==> src/hdl/vcs_pkg.sv <==
// constants for the crt controller scan, underline and blanking block
// assumes a character clock enable, scan-line counter and sync sources
// from neighbouring timing logic on the same mclk domain
// Behaviour
// RULE1 - The address counter steps every 1, 2, 4 or 2 character clocks for count bits 00, 01, 10, 11.
// RULE2 - In text mode the underline shows on the box row given by the 5-bit underline field.
// RULE3 - Box rows count from the top, the top-most row matching an underline value of zero.
// RULE4 - Blank start is 10 bits: start register low, overflow bit 3 as bit 8, max-scan bit 5 as bit 9.
// RULE5 - Scan lines count from zero at the top, so the start value is the first blanked line.
// RULE6 - Software sets the 8-bit end value to the low byte of start plus the blanking length.
// RULE7 - With mode control bit 7 clear both syncs are held inactive, else timing runs normally.
// RULE8 - The sync forcing applies only in native non-centered modes and is ignored otherwise.
// RULE9 - Frame buffer address is the counter shifted once in word, not in byte, twice in dword mode.
// RULE10 - In word mode with the wrap bit clear the address wraps at 16 KB, otherwise no wrap.
// RULE11 - Blanking starts when the line equals the 10-bit start and ends when its low byte equals end.
package vcs_pkg;
  localparam logic [7:0] IDX_UNDERLINE = 8'h14;
  localparam logic [7:0] IDX_VBLANK_START = 8'h15;
  localparam logic [7:0] IDX_VBLANK_END = 8'h16;
  localparam logic [7:0] IDX_MODE_CTRL = 8'h17;
  // field positions
  localparam int UL_DWORD_BIT = 6;
  localparam int UL_COUNT4_BIT = 5;
  localparam int UL_ROW_MSB = 4;
  localparam int MODE_SYNC_RELEASE_BIT = 7;
  localparam int MODE_BYTE_BIT = 6;
  localparam int MODE_WRAP_BIT = 5;
  localparam int MODE_COUNT2_BIT = 3;
  // reserved bits read zero
  localparam logic [7:0] UL_RW_MASK = 8'h7f;
  localparam logic [7:0] MODE_RW_MASK = 8'hef;
  // reset values, undefined bits taken as zero
  localparam logic [7:0] UL_RESET = 8'h00;
  localparam logic [7:0] VBS_RESET = 8'h00;
  localparam logic [7:0] VBE_RESET = 8'h00;
  localparam logic [7:0] MODE_RESET = 8'h00;
  // step limits: character clocks per step minus one
  localparam logic [1:0] STEP_EVERY_ONE = 2'h0;
  localparam logic [1:0] STEP_EVERY_TWO = 2'h1;
  localparam logic [1:0] STEP_EVERY_FOUR = 2'h3;
  localparam logic [15:0] WRAP_16K_MASK = 16'h3fff;

  function automatic logic [1:0] step_limit(input logic by_four, input logic by_two);
    if (by_four && !by_two) begin
      step_limit = STEP_EVERY_FOUR;
    end else if (by_four || by_two) begin
      step_limit = STEP_EVERY_TWO;
    end else begin
      step_limit = STEP_EVERY_ONE;
    end
  endfunction : step_limit
endpackage : vcs_pkg
==> src/hdl/vcs_addr_step.sv <==
// memory address counter with character clock prescale
// assumes char_clk_en is a one-cycle pulse on mclk
`timescale 1ns/1ps
module vcs_addr_step (
  input wire logic mclk,
  input wire logic rst_n,
  input wire logic char_clk_en,
  input wire logic frame_start,
  input wire logic by_four,
  input wire logic by_two,
  output logic [15:0] ma
);
  typedef struct packed {
    logic [1:0] div;
    logic [15:0] ma;
  } vcs_step_s;
  vcs_step_s s_q;
  vcs_step_s s_d;
  logic [1:0] limit;

  always_comb begin
    s_d = s_q;
    limit = vcs_pkg::step_limit(by_four, by_two);
    if (frame_start) begin
      s_d.div = 2'h0;
      s_d.ma = 16'h0000;
    end else if (char_clk_en) begin
      // RULE1 step interval
      if (s_q.div >= limit) begin
        s_d.div = 2'h0;
        s_d.ma = s_q.ma + 16'h0001;
      end else begin
        s_d.div = s_q.div + 2'h1;
      end
    end
  end

  always_ff @(posedge mclk or negedge rst_n) begin
    if (!rst_n) begin
      s_q <= '0;
    end else begin
      s_q <= s_d;
    end
  end

  assign ma = s_q.ma;

  // divide by four: only steps after the fourth clock
  AST_STEP_FOUR: assert property (@(posedge mclk) disable iff (!rst_n) // RULE1
    (char_clk_en && !frame_start && by_four && !by_two && s_q.div == 2'h1)
      |=> $stable(s_q.ma))
    else $error("counter stepped early in divide-by-four");
  AST_STEP_ONE: assert property (@(posedge mclk) disable iff (!rst_n) // RULE1
    (char_clk_en && !frame_start && !by_four && !by_two)
      |=> (s_q.ma == $past(s_q.ma) + 16'h0001))
    else $error("counter missed a step in every-clock mode");
endmodule : vcs_addr_step

==> src/hdl/vcs_crtc.sv <==
// crt controller scan addressing, underline, vertical blank and sync gate
// assumes indexed data port writes, scan_line and sync inputs from
// timing logic on mclk; native_mode is an asynchronous strap level
`timescale 1ns/1ps
module vcs_crtc (
  input wire logic mclk,
  input wire logic nrst,
  input wire logic [7:0] reg_index,
  input wire logic [7:0] reg_wdata,
  input wire logic reg_wr,
  input wire logic reg_rd,
  output logic [7:0] reg_rdata,
  input wire logic max_scan_bit5,
  input wire logic overflow_bit3,
  input wire logic native_mode,
  input wire logic text_mode,
  input wire logic char_clk_en,
  input wire logic frame_start,
  input wire logic line_start,
  input wire logic [9:0] scan_line,
  input wire logic [4:0] char_row,
  input wire logic hsync_in,
  input wire logic vsync_in,
  output logic hsync,
  output logic vsync,
  output logic vblank,
  output logic underline,
  output logic [15:0] fb_addr
);
  typedef struct packed {
    logic [7:0] ul;
    logic [7:0] vbs;
    logic [7:0] vbe;
    logic [7:0] mode;
    logic [7:0] rdata;
    logic hs;
    logic vs;
    logic vb;
    logic und;
    logic [15:0] fb;
    logic [1:0] nat;
  } vcs_top_s;

  vcs_top_s s_q;
  vcs_top_s s_d;
  logic [1:0] rst_ff_q;
  logic rst_n;
  logic [15:0] ma;
  logic [9:0] start10;
  logic force_off;
  logic word_mode;

  // reset released through two flops
  always_ff @(posedge mclk or negedge nrst) begin
    if (!nrst) begin
      rst_ff_q <= 2'b00;
    end else begin
      rst_ff_q <= {rst_ff_q[0], 1'b1};
    end
  end
  assign rst_n = rst_ff_q[1];

  vcs_addr_step u_step (
    .mclk(mclk),
    .rst_n(rst_n),
    .char_clk_en(char_clk_en),
    .frame_start(frame_start),
    .by_four(s_q.ul[vcs_pkg::UL_COUNT4_BIT]),
    .by_two(s_q.mode[vcs_pkg::MODE_COUNT2_BIT]),
    .ma(ma)
  );

  always_comb begin
    s_d = s_q;
    // strap level: first flop feeds only the second
    s_d.nat = {s_q.nat[0], native_mode};
    if (reg_wr) begin
      if (reg_index == vcs_pkg::IDX_UNDERLINE) begin
        s_d.ul = reg_wdata & vcs_pkg::UL_RW_MASK;
      end else if (reg_index == vcs_pkg::IDX_VBLANK_START) begin
        s_d.vbs = reg_wdata;
      end else if (reg_index == vcs_pkg::IDX_VBLANK_END) begin
        s_d.vbe = reg_wdata;
      end else if (reg_index == vcs_pkg::IDX_MODE_CTRL) begin
        s_d.mode = reg_wdata & vcs_pkg::MODE_RW_MASK;
      end
    end
    if (reg_rd) begin
      if (reg_index == vcs_pkg::IDX_UNDERLINE) begin
        s_d.rdata = s_q.ul;
      end else if (reg_index == vcs_pkg::IDX_VBLANK_START) begin
        s_d.rdata = s_q.vbs;
      end else if (reg_index == vcs_pkg::IDX_VBLANK_END) begin
        s_d.rdata = s_q.vbe;
      end else if (reg_index == vcs_pkg::IDX_MODE_CTRL) begin
        s_d.rdata = s_q.mode;
      end else begin
        s_d.rdata = 8'h00;
      end
    end
    // RULE7 RULE8 sync gate
    s_d.hs = hsync_in & ~force_off;
    s_d.vs = vsync_in & ~force_off;
    // RULE11 RULE5 blank compare, start wins a tie with end
    if (line_start) begin
      if (scan_line == start10) begin
        s_d.vb = 1'b1;
      end else if (scan_line[7:0] == s_q.vbe) begin
        s_d.vb = 1'b0;
      end
    end
    // RULE2 RULE3 underline row match, row zero on top
    s_d.und = text_mode && (char_row == s_q.ul[vcs_pkg::UL_ROW_MSB:0]);
    // RULE9 RULE10 address shift and wrap
    if (s_q.ul[vcs_pkg::UL_DWORD_BIT]) begin
      s_d.fb = {ma[13:0], 2'b00};
    end else if (s_q.mode[vcs_pkg::MODE_BYTE_BIT]) begin
      s_d.fb = ma;
    end else if (!s_q.mode[vcs_pkg::MODE_WRAP_BIT]) begin
      s_d.fb = {ma[14:0], 1'b0} & vcs_pkg::WRAP_16K_MASK;
    end else begin
      s_d.fb = {ma[14:0], 1'b0};
    end
  end

  // RULE4 blank start assembly
  assign start10 = {max_scan_bit5, overflow_bit3, s_q.vbs};
  // RULE8 only native modes honour the bit
  assign force_off = s_q.nat[1] && !s_q.mode[vcs_pkg::MODE_SYNC_RELEASE_BIT];
  assign word_mode = !s_q.ul[vcs_pkg::UL_DWORD_BIT] && !s_q.mode[vcs_pkg::MODE_BYTE_BIT];

  always_ff @(posedge mclk or negedge rst_n) begin
    if (!rst_n) begin
      s_q <= '0;
      s_q.ul <= vcs_pkg::UL_RESET;
      s_q.vbs <= vcs_pkg::VBS_RESET;
      s_q.vbe <= vcs_pkg::VBE_RESET;
      s_q.mode <= vcs_pkg::MODE_RESET;
    end else begin
      s_q <= s_d;
    end
  end

  assign reg_rdata = s_q.rdata;
  assign hsync = s_q.hs;
  assign vsync = s_q.vs;
  assign vblank = s_q.vb;
  assign underline = s_q.und;
  assign fb_addr = s_q.fb;

  // outputs are registered, so each check looks one cycle after its cause
  AST_SYNC_FORCED: assert property (@(posedge mclk) disable iff (!rst_n) // RULE7
    (s_q.nat[1] && !s_q.mode[vcs_pkg::MODE_SYNC_RELEASE_BIT]) |=> (!hsync && !vsync))
    else $error("sync not held inactive");

  AST_SYNC_RUNS: assert property (@(posedge mclk) disable iff (!rst_n) // RULE7
    s_q.mode[vcs_pkg::MODE_SYNC_RELEASE_BIT]
      |=> (hsync == $past(hsync_in) && vsync == $past(vsync_in)))
    else $error("sync not passed in normal operation");

  AST_SYNC_NON_NATIVE: assert property (@(posedge mclk) disable iff (!rst_n) // RULE8
    !s_q.nat[1] |=> (hsync == $past(hsync_in)))
    else $error("sync forced outside native mode");

  AST_VS_NON_NATIVE: assert property (@(posedge mclk) disable iff (!rst_n) // RULE8
    !s_q.nat[1] |=> (vsync == $past(vsync_in)))
    else $error("vertical sync forced outside native mode");

  AST_VB_START: assert property (@(posedge mclk) disable iff (!rst_n) // RULE4
    (line_start && scan_line == {max_scan_bit5, overflow_bit3, s_q.vbs}) |=> vblank)
    else $error("blank did not start on start line");

  AST_VB_END: assert property (@(posedge mclk) disable iff (!rst_n) // RULE11
    (line_start && scan_line[7:0] == s_q.vbe && scan_line != start10) |=> !vblank)
    else $error("blank did not end on end value");

  AST_VB_KEEP: assert property (@(posedge mclk) disable iff (!rst_n) // RULE11
    (line_start && scan_line != start10 && scan_line[7:0] != s_q.vbe) |=> $stable(vblank))
    else $error("blank changed on a line matching neither value");

  AST_VB_HOLD: assert property (@(posedge mclk) disable iff (!rst_n) // RULE5
    !line_start |=> $stable(vblank))
    else $error("blank changed between lines");

  AST_UNDERLINE: assert property (@(posedge mclk) disable iff (!rst_n) // RULE2
    (text_mode && char_row == s_q.ul[vcs_pkg::UL_ROW_MSB:0]) |=> underline)
    else $error("underline missing on selected row");

  AST_UNDERLINE_OTHER: assert property (@(posedge mclk) disable iff (!rst_n) // RULE2
    (char_row != s_q.ul[vcs_pkg::UL_ROW_MSB:0]) |=> !underline)
    else $error("underline on a row not selected");

  AST_UNDERLINE_OFF: assert property (@(posedge mclk) disable iff (!rst_n) // RULE2
    !text_mode |=> !underline)
    else $error("underline outside text mode");

  AST_UNDERLINE_TOP: assert property (@(posedge mclk) disable iff (!rst_n) // RULE3
    (text_mode && char_row == 5'h00 && s_q.ul[vcs_pkg::UL_ROW_MSB:0] != 5'h00) |=> !underline)
    else $error("underline on top row without zero field");

  AST_UNDERLINE_TOP_ZERO: assert property (@(posedge mclk) disable iff (!rst_n) // RULE3
    (text_mode && char_row == 5'h00 && s_q.ul[vcs_pkg::UL_ROW_MSB:0] == 5'h00) |=> underline)
    else $error("underline missing on top row with zero field");

  AST_BYTE_MODE: assert property (@(posedge mclk) disable iff (!rst_n) // RULE9
    (!s_q.ul[vcs_pkg::UL_DWORD_BIT] && s_q.mode[vcs_pkg::MODE_BYTE_BIT])
      |=> (fb_addr == $past(ma)))
    else $error("byte mode address shifted");

  AST_DWORD_MODE: assert property (@(posedge mclk) disable iff (!rst_n) // RULE9
    s_q.ul[vcs_pkg::UL_DWORD_BIT] |=> (fb_addr == {$past(ma[13:0]), 2'b00}))
    else $error("dword mode address not shifted twice");

  AST_WORD_SHIFT: assert property (@(posedge mclk) disable iff (!rst_n) // RULE9
    (word_mode && s_q.mode[vcs_pkg::MODE_WRAP_BIT])
      |=> (fb_addr == {$past(ma[14:0]), 1'b0}))
    else $error("word mode address not shifted once");

  AST_WRAP: assert property (@(posedge mclk) disable iff (!rst_n) // RULE10
    (word_mode && !s_q.mode[vcs_pkg::MODE_WRAP_BIT]) |=> (fb_addr[15:14] == 2'b00))
    else $error("word mode address not wrapped");

  AST_WRAP_LOW: assert property (@(posedge mclk) disable iff (!rst_n) // RULE10
    (word_mode && !s_q.mode[vcs_pkg::MODE_WRAP_BIT])
      |=> (fb_addr[13:0] == {$past(ma[12:0]), 1'b0}))
    else $error("wrapped word address lost its low bits");
endmodule : vcs_crtc

==> config.mk <==
export PLATFORM = sky130hd
export DESIGN_NAME = vcs_crtc
export DESIGN_NICKNAME = d
export VERILOG_FILES = /design/src/hdl/vcs_pkg.sv /design/src/hdl/vcs_addr_step.sv /design/src/hdl/vcs_crtc.sv
export SDC_FILE = /design/constraint.sdc
export NUM_CORES = 1
export LEC_CHECK = 0
export BUFFER_PORTS_ARGS = -buffer_cell sky130_fd_sc_hd__buf_4
export CORE_ASPECT_RATIO = 1.2
export CORE_MARGIN = 1.5
export CORE_UTILIZATION = 45
export DETAILED_ROUTE_END_ITERATION = 7
export GPL_TIMING_DRIVEN = 0
export HOLD_SLACK_MARGIN = 0.05
export PLACE_DENSITY = 0.74
export SYNTH_ARGS = -nofsm -noshare
export SYNTH_HDL_FRONTEND = slang
export SYNTH_HIERARCHICAL = 1
export SYNTH_SLANG_ARGS = --single-unit
==> constraint.sdc <==
create_clock -name mclk -period 3.1 [get_ports mclk]
set_clock_uncertainty 0.15 [all_clocks]
set_input_delay 0.62 -clock mclk [delete_from_list [all_inputs] [get_ports mclk]]
set_output_delay 0.62 -clock mclk [all_outputs]
set_load 0.03 [all_outputs]
# Word level (Yosys, flattened, before mapping)

Index checks and enable logic that the tools add are counted.

Bits in registers: 80
Latch bits: 0
Bits in writable memories: 0
Bits in read-only memories: 0
Bits of input ports: 44
Output and inout bits: 28
Word-level logic and storage cells: 60
Memories: 0

Add/sub/neg operators: 2
Multipliers: 0
Div/mod/pow operators: 0
$lt $le $gt $ge: 1
Equal/unequal tests: 7
Shift-type cells: 0
Multiplexer cells: 15
Bitwise operators: 6
Reductions and logical operators: 15

Operators by type and width:

| operator                | count |
|---|---|
| $mux W16                | 4 |
| $mux W18                | 2 |
| $eq A8 B5 Y1 const B    | 4 |
| $mux W8                 | 4 |
| $add A16 B1 Y16 const B | 1 |
| $eq A10 B10 Y1          | 1 |
| $eq A8 B8 Y1            | 1 |
| $reduce_and A2 Y1       | 3 |
| $reduce_bool A2 Y1      | 3 |
| $eq A5 B5 Y1            | 1 |
| $reduce_and A5 Y1       | 1 |
| $mux W2                 | 2 |
| $not A1 Y1              | 4 |
| $reduce_and A4 Y1       | 1 |
| $logic_and A1 B1 Y1     | 3 |
| $mux W1                 | 3 |
| $reduce_and A3 Y1       | 1 |
| $add A2 B1 Y2 const B   | 1 |
| $and A1 B1 Y1           | 2 |
| $ge A2 B2 Y1            | 1 |
| $logic_not A1 Y1        | 2 |
| $logic_or A1 B1 Y1      | 1 |

# Longest topological paths before layout

Depth after elaboration: 7
Gate-level depth with buffers: 7
Gate-level depth less buffers: 6

# Hierarchy

The synthesis kept the hierarchy.

Modules (own cells, without submodules):

| module        | times used | cells an instance | area an instance (um2) | seq. area each (um2) |
|---|---|---|---|---|
| vcs_crtc      | 1          | 252               | 3119.2                 | 1551.5 |
| vcs_addr_step | 1          | 121               | 1137.3                 | 450.4 |

# Worst setup path after synthesis

Ideal clock, no wire load.

Path type: flip-flop to flip-flop
Start: register s_q[33] (netlist bit)
End: register u_step.s_q, in the netlist u_step/ma[1]
Setup time: 0.132 ns
Arrival: 1.837 ns
Data required time: 2.818 ns
Slack: 0.981 ns
Stages on the path, launching flop included: 8
Buffers on the path: 1
Period minus slack after synthesis: 2.119 ns
Cells stage by stage: dfrtp_1 or2_2 ha_1 nand2b_1 a22oi_1 buf_2 mux2i_1 nor2_1

Word-level cells in the longest chain between the ends: 6
Elaborated cells between the ends (all ways): 8
Classes of those cells: order compare: 1; mux: 2; reduce/logical: 5

Ends and longest elaborated chain:

| element                                                       | line                         | text |
|---|---|---|
| from (decl)                                                   | vcs_crtc.sv:44               | `vcs_top_s s_q;` |
| $logic_or A1 B1 Y1 / $logic_not A1 Y1 (equally long branches) | vcs_pkg.sv:46, vcs_pkg.sv:44 |  |
| $mux W1 / $logic_and A1 B1 Y1 (equally long branches)         | vcs_pkg.sv:46, vcs_pkg.sv:44 |  |
| $mux W2 *                                                     | vcs_pkg.sv:44                | `if (by_four && !by_two) begin` |
| $ge A2 B2 Y1 *                                                | vcs_addr_step.sv:29          | `if (s_q.div >= limit) begin` |
| $reduce_bool A2 Y1 (no source line) *                         | n/a                          |  |
| $reduce_and A2 Y1 (no source line) *                          | n/a                          |  |
| to (signal assigned)                                          | vcs_addr_step.sv:40          | `s_q <= '0;` |
| to (signal assigned)                                          | vcs_addr_step.sv:42          | `s_q <= s_d;` |
| to (decl)                                                     | vcs_addr_step.sv:17          | `vcs_step_s s_q;` |

Mark *: on every way between the ends. The rest lies on a longest branch, timed or not.
A chain may end at the register's enable or synchronous reset.

# Worst setup path in the final report

Ends and elaborated chain as after synthesis.

==> run summary <==
Antenna-violating nets left -> 0
Power Density -> 409.2 nW/um^2
Combinational share of power -> 10.6%
Final hold viol count -> 0
# DRC -> 0
Clk_lat worst skew -> 360 ps
Power share of the clock group -> 37.3%
Sw Share -> 24.98%
Required time worst endpoint -> 3170 ps
Initial antenna violation count -> 0
Vias -> 2977
Number of synthesized register bits -> 80
Via/cell ratio -> 5.124
EDFF count, synth -> 0
CTS Hold Buffers Added -> 1
Reg power frac -> 52.1%
Vias in the first global route -> 2969
Setup-failing EPs final -> 0
Fillcell total -> 799
Slew @ Worst Pin -> 533.5 ps
Starting Density -> 46.63%
Fin crit share -> 79.22%
Leakage power -> 2.453 nW
Crit path arrival time -> 2530 ps
Commonest non-fill, non-tap cell in the layout -> buf_4
Fmax -> 407.2 MHz
Largest net degree at the start of global routing -> 55
Detailed Place HPWL -> 6.388 mm
Height of the die -> 109.5 um
Main synth FF type -> dfrtp_1
Standard-cell rows -> 38
Area grow syn2layout -> 21.66%
MaxCap Viol Count -> 0
Detailed Routing Iterations Pass 1 -> 4
CTS root buf -> clkbuf_8
Syn_area_per_cell -> 11.41 um^2
Count of cell types in the netlist -> 49
Clock Pin Slew Worst Setup and Hold Paths -> 90 ps
PostCTS Resize Cnt -> 0
Slew Limit Fails -> 0
Ys Warns -> 6
Postcts setup bufs -> 0
H-tree levels -> 3
Core area -> 9129 um^2
Routability cong. -> 0.8545
CTS buffer count -> 9
Outcome -> finished clean
CTS tree -> built
Mapped Area -> 4257 um^2
RSZ-0062 raised after global routing -> false
Hold WC Path Type -> flop to async pin
First DRT Iteration DRCs -> 92
Max VDD drop -> 0.0001949 V
Syn Inst Count -> 373
Routed wire per std cell -> 14.91 um
Die width -> 91.79 um
Count of port buffers added during placement -> 70
CTS Sinks -> 80
Total negative slack -> 0 ps
Layout cells sized above 1 -> 39.91%
Most frequent cells in the layout -> buf_4 (111), dfrtp_1 (79), o21ai_0 (24), mux2_2 (23), nand2_1 (20)
Diodes inserted -> 0
Max-slew headroom -> 64.43%
Min Clock Period, post-route -> 2456 ps
Routed WL -> 8.665 mm
First-pass GRT wire length -> 14.08 mm
Worst Setup Start Kind -> flop
Sequential share of the synthesized area -> 47.03%
IO Count -> 72
Internal -> 1.590 mW
Asr flop ratio synth -> 100.0%
Net Switching -> 0.5294 mW
Clock tree buffer depth -> 2
Crit end category -> flop
Total Die Area -> 10050 um^2
Final net count -> 503
Aggregate global-route resource usage -> 18.05%
GR Overflow Total -> 0
Syn Nets -> 420
Max Fanout on Critical Path -> 10
Type of the worst setup path -> flop to flop
Worst hold margin -> 97.38 ps
## state kept, by name (all words and copies together), names as in the netlist, 2 cells and up
| name | cells |
|---|---|
| u_step/s_q | 2 |
| reg_rdata | 8 |
| s_q | 31 |
| u_step/ma | 16 |
| fb_addr | 16 |
| rst_ff_q | 2 |
## stage by stage
step / cell area (um^2) / total power, mW / instances / setup WS (ps) / utilization (%)
detailed placement: 4964 / 1.350 / 564 / 681.7 / 54.37
global placement: 4932 / 1.338 / 563 / -247.5 / 54.03
floorplan: 4257 / 1.248 / 373 / 557.0 / -
CTS: 5179 / 2.143 / 581 / 639.3 / 56.73
global route: 5179 / 2.208 / 581 / 532.6 / 56.73
finish: 5179 / 2.119 / 581 / 644.2 / 56.73
## synthesized netlist by cell type, drive strengths merged, types with 3 or more instances
cell type	number	area, um^2
a21oi	18	90.09
a22oi	3	22.52
and2	3	21.27
and4	3	28.78
buf	49	375.4
clkbuf	6	23.77
dfrtp	80	2002
ha	3	37.54
inv	12	45.04
mux2	31	379.1
mux2i	16	160.2
mux4	6	135.1
nand2	20	75.07
nand2b	4	25.02
nand3	14	75.07
nand4	7	65.06
nor2	6	22.52
nor4	3	18.77
o21ai	24	120.1
o31ai	10	75.07
or3	4	25.02
or4	10	75.07
xnor2	8	70.07
xor2	16	140.1
## power by group through the flow
stage / clock network, mW / logic (mW) / registers [mW]
global route: 0.854 / 0.246 / 1.11
detailed placement: 0 / 0.226 / 1.12
global placement: 0 / 0.203 / 1.13
floorplan: 0 / 0.120 / 1.13
finish: 0.791 / 0.225 / 1.10
CTS: 0.811 / 0.228 / 1.10
## critical path: stages (launching register included)
cell and delay [ps]:
dfrtp_1 410, or2_2 300, ha_1 260, nand2b_1 180
a22oi_1 440, buf_2 320, mux2i_1 210, nor2_1 50
## per-layer routing
metal  up-vias  GRT usage, %  routed length, um
li1       1454             -                  -
met1      1454         22.99               3787
met2        60         30.06               4399
met3         9         3.665                371
met4         0         7.802                106
met5         -             0                  0
## area by class of cell
type / instances / area, um^2 / area share (%)
Buffer: 55 / 399.1 / 7.707
Clock buffer: 11 / 141.4 / 2.730
Clock inverter: 5 / 63.81 / 1.232
Inverter: 12 / 45.04 / 0.8698
Multi-Input combinational cell: 226 / 1810 / 34.96
Sequential cell: 80 / 2006 / 38.73
Tap cell: 120 / 150.1 / 2.899
Timing Repair Buffer: 72 / 563.0 / 10.87
## worst paths after layout
| kind | slack, ps | cells after the start | endpoint | start |
|---|---|---|---|---|
| max in group asynchronous | 2100 | 1 | u_step/ma[7]$_DFFE_PN0P_ | rst_ff_q[1]$_DFF_PN0_ |
| hold / removal | 100 | 0 | s_q[40]$_DFFE_PN0P_ | rst_ff_q[1]$_DFF_PN0_ |
| min in group mclk | 210 | 0 | s_q[1]$_DFF_PN0_ | s_d[1]$_DFF_PN0_ |
| setup reg to reg | 640 | 7 | u_step/ma[1]$_DFFE_PN0P_ | s_q[33]$_DFFE_PN0P_ |
| hold reg to reg | 100 | 0 | s_q[40]$_DFFE_PN0P_ | rst_ff_q[1]$_DFF_PN0_ |
| setup / recovery | 640 | 7 | u_step/ma[1]$_DFFE_PN0P_ | s_q[33]$_DFFE_PN0P_ |
## cells by family after synthesis
kind of cell / synth area share [%]
xor+xnor: 4.938
other cells: 0.08810
fa+ha+maj: 0.8819
buf+inv: 10.43
simple gates: 12.55
flops: 47.03
mux: 15.84
compound gates: 8.231
No activity file was read; power rests on OpenSTA's default activity.
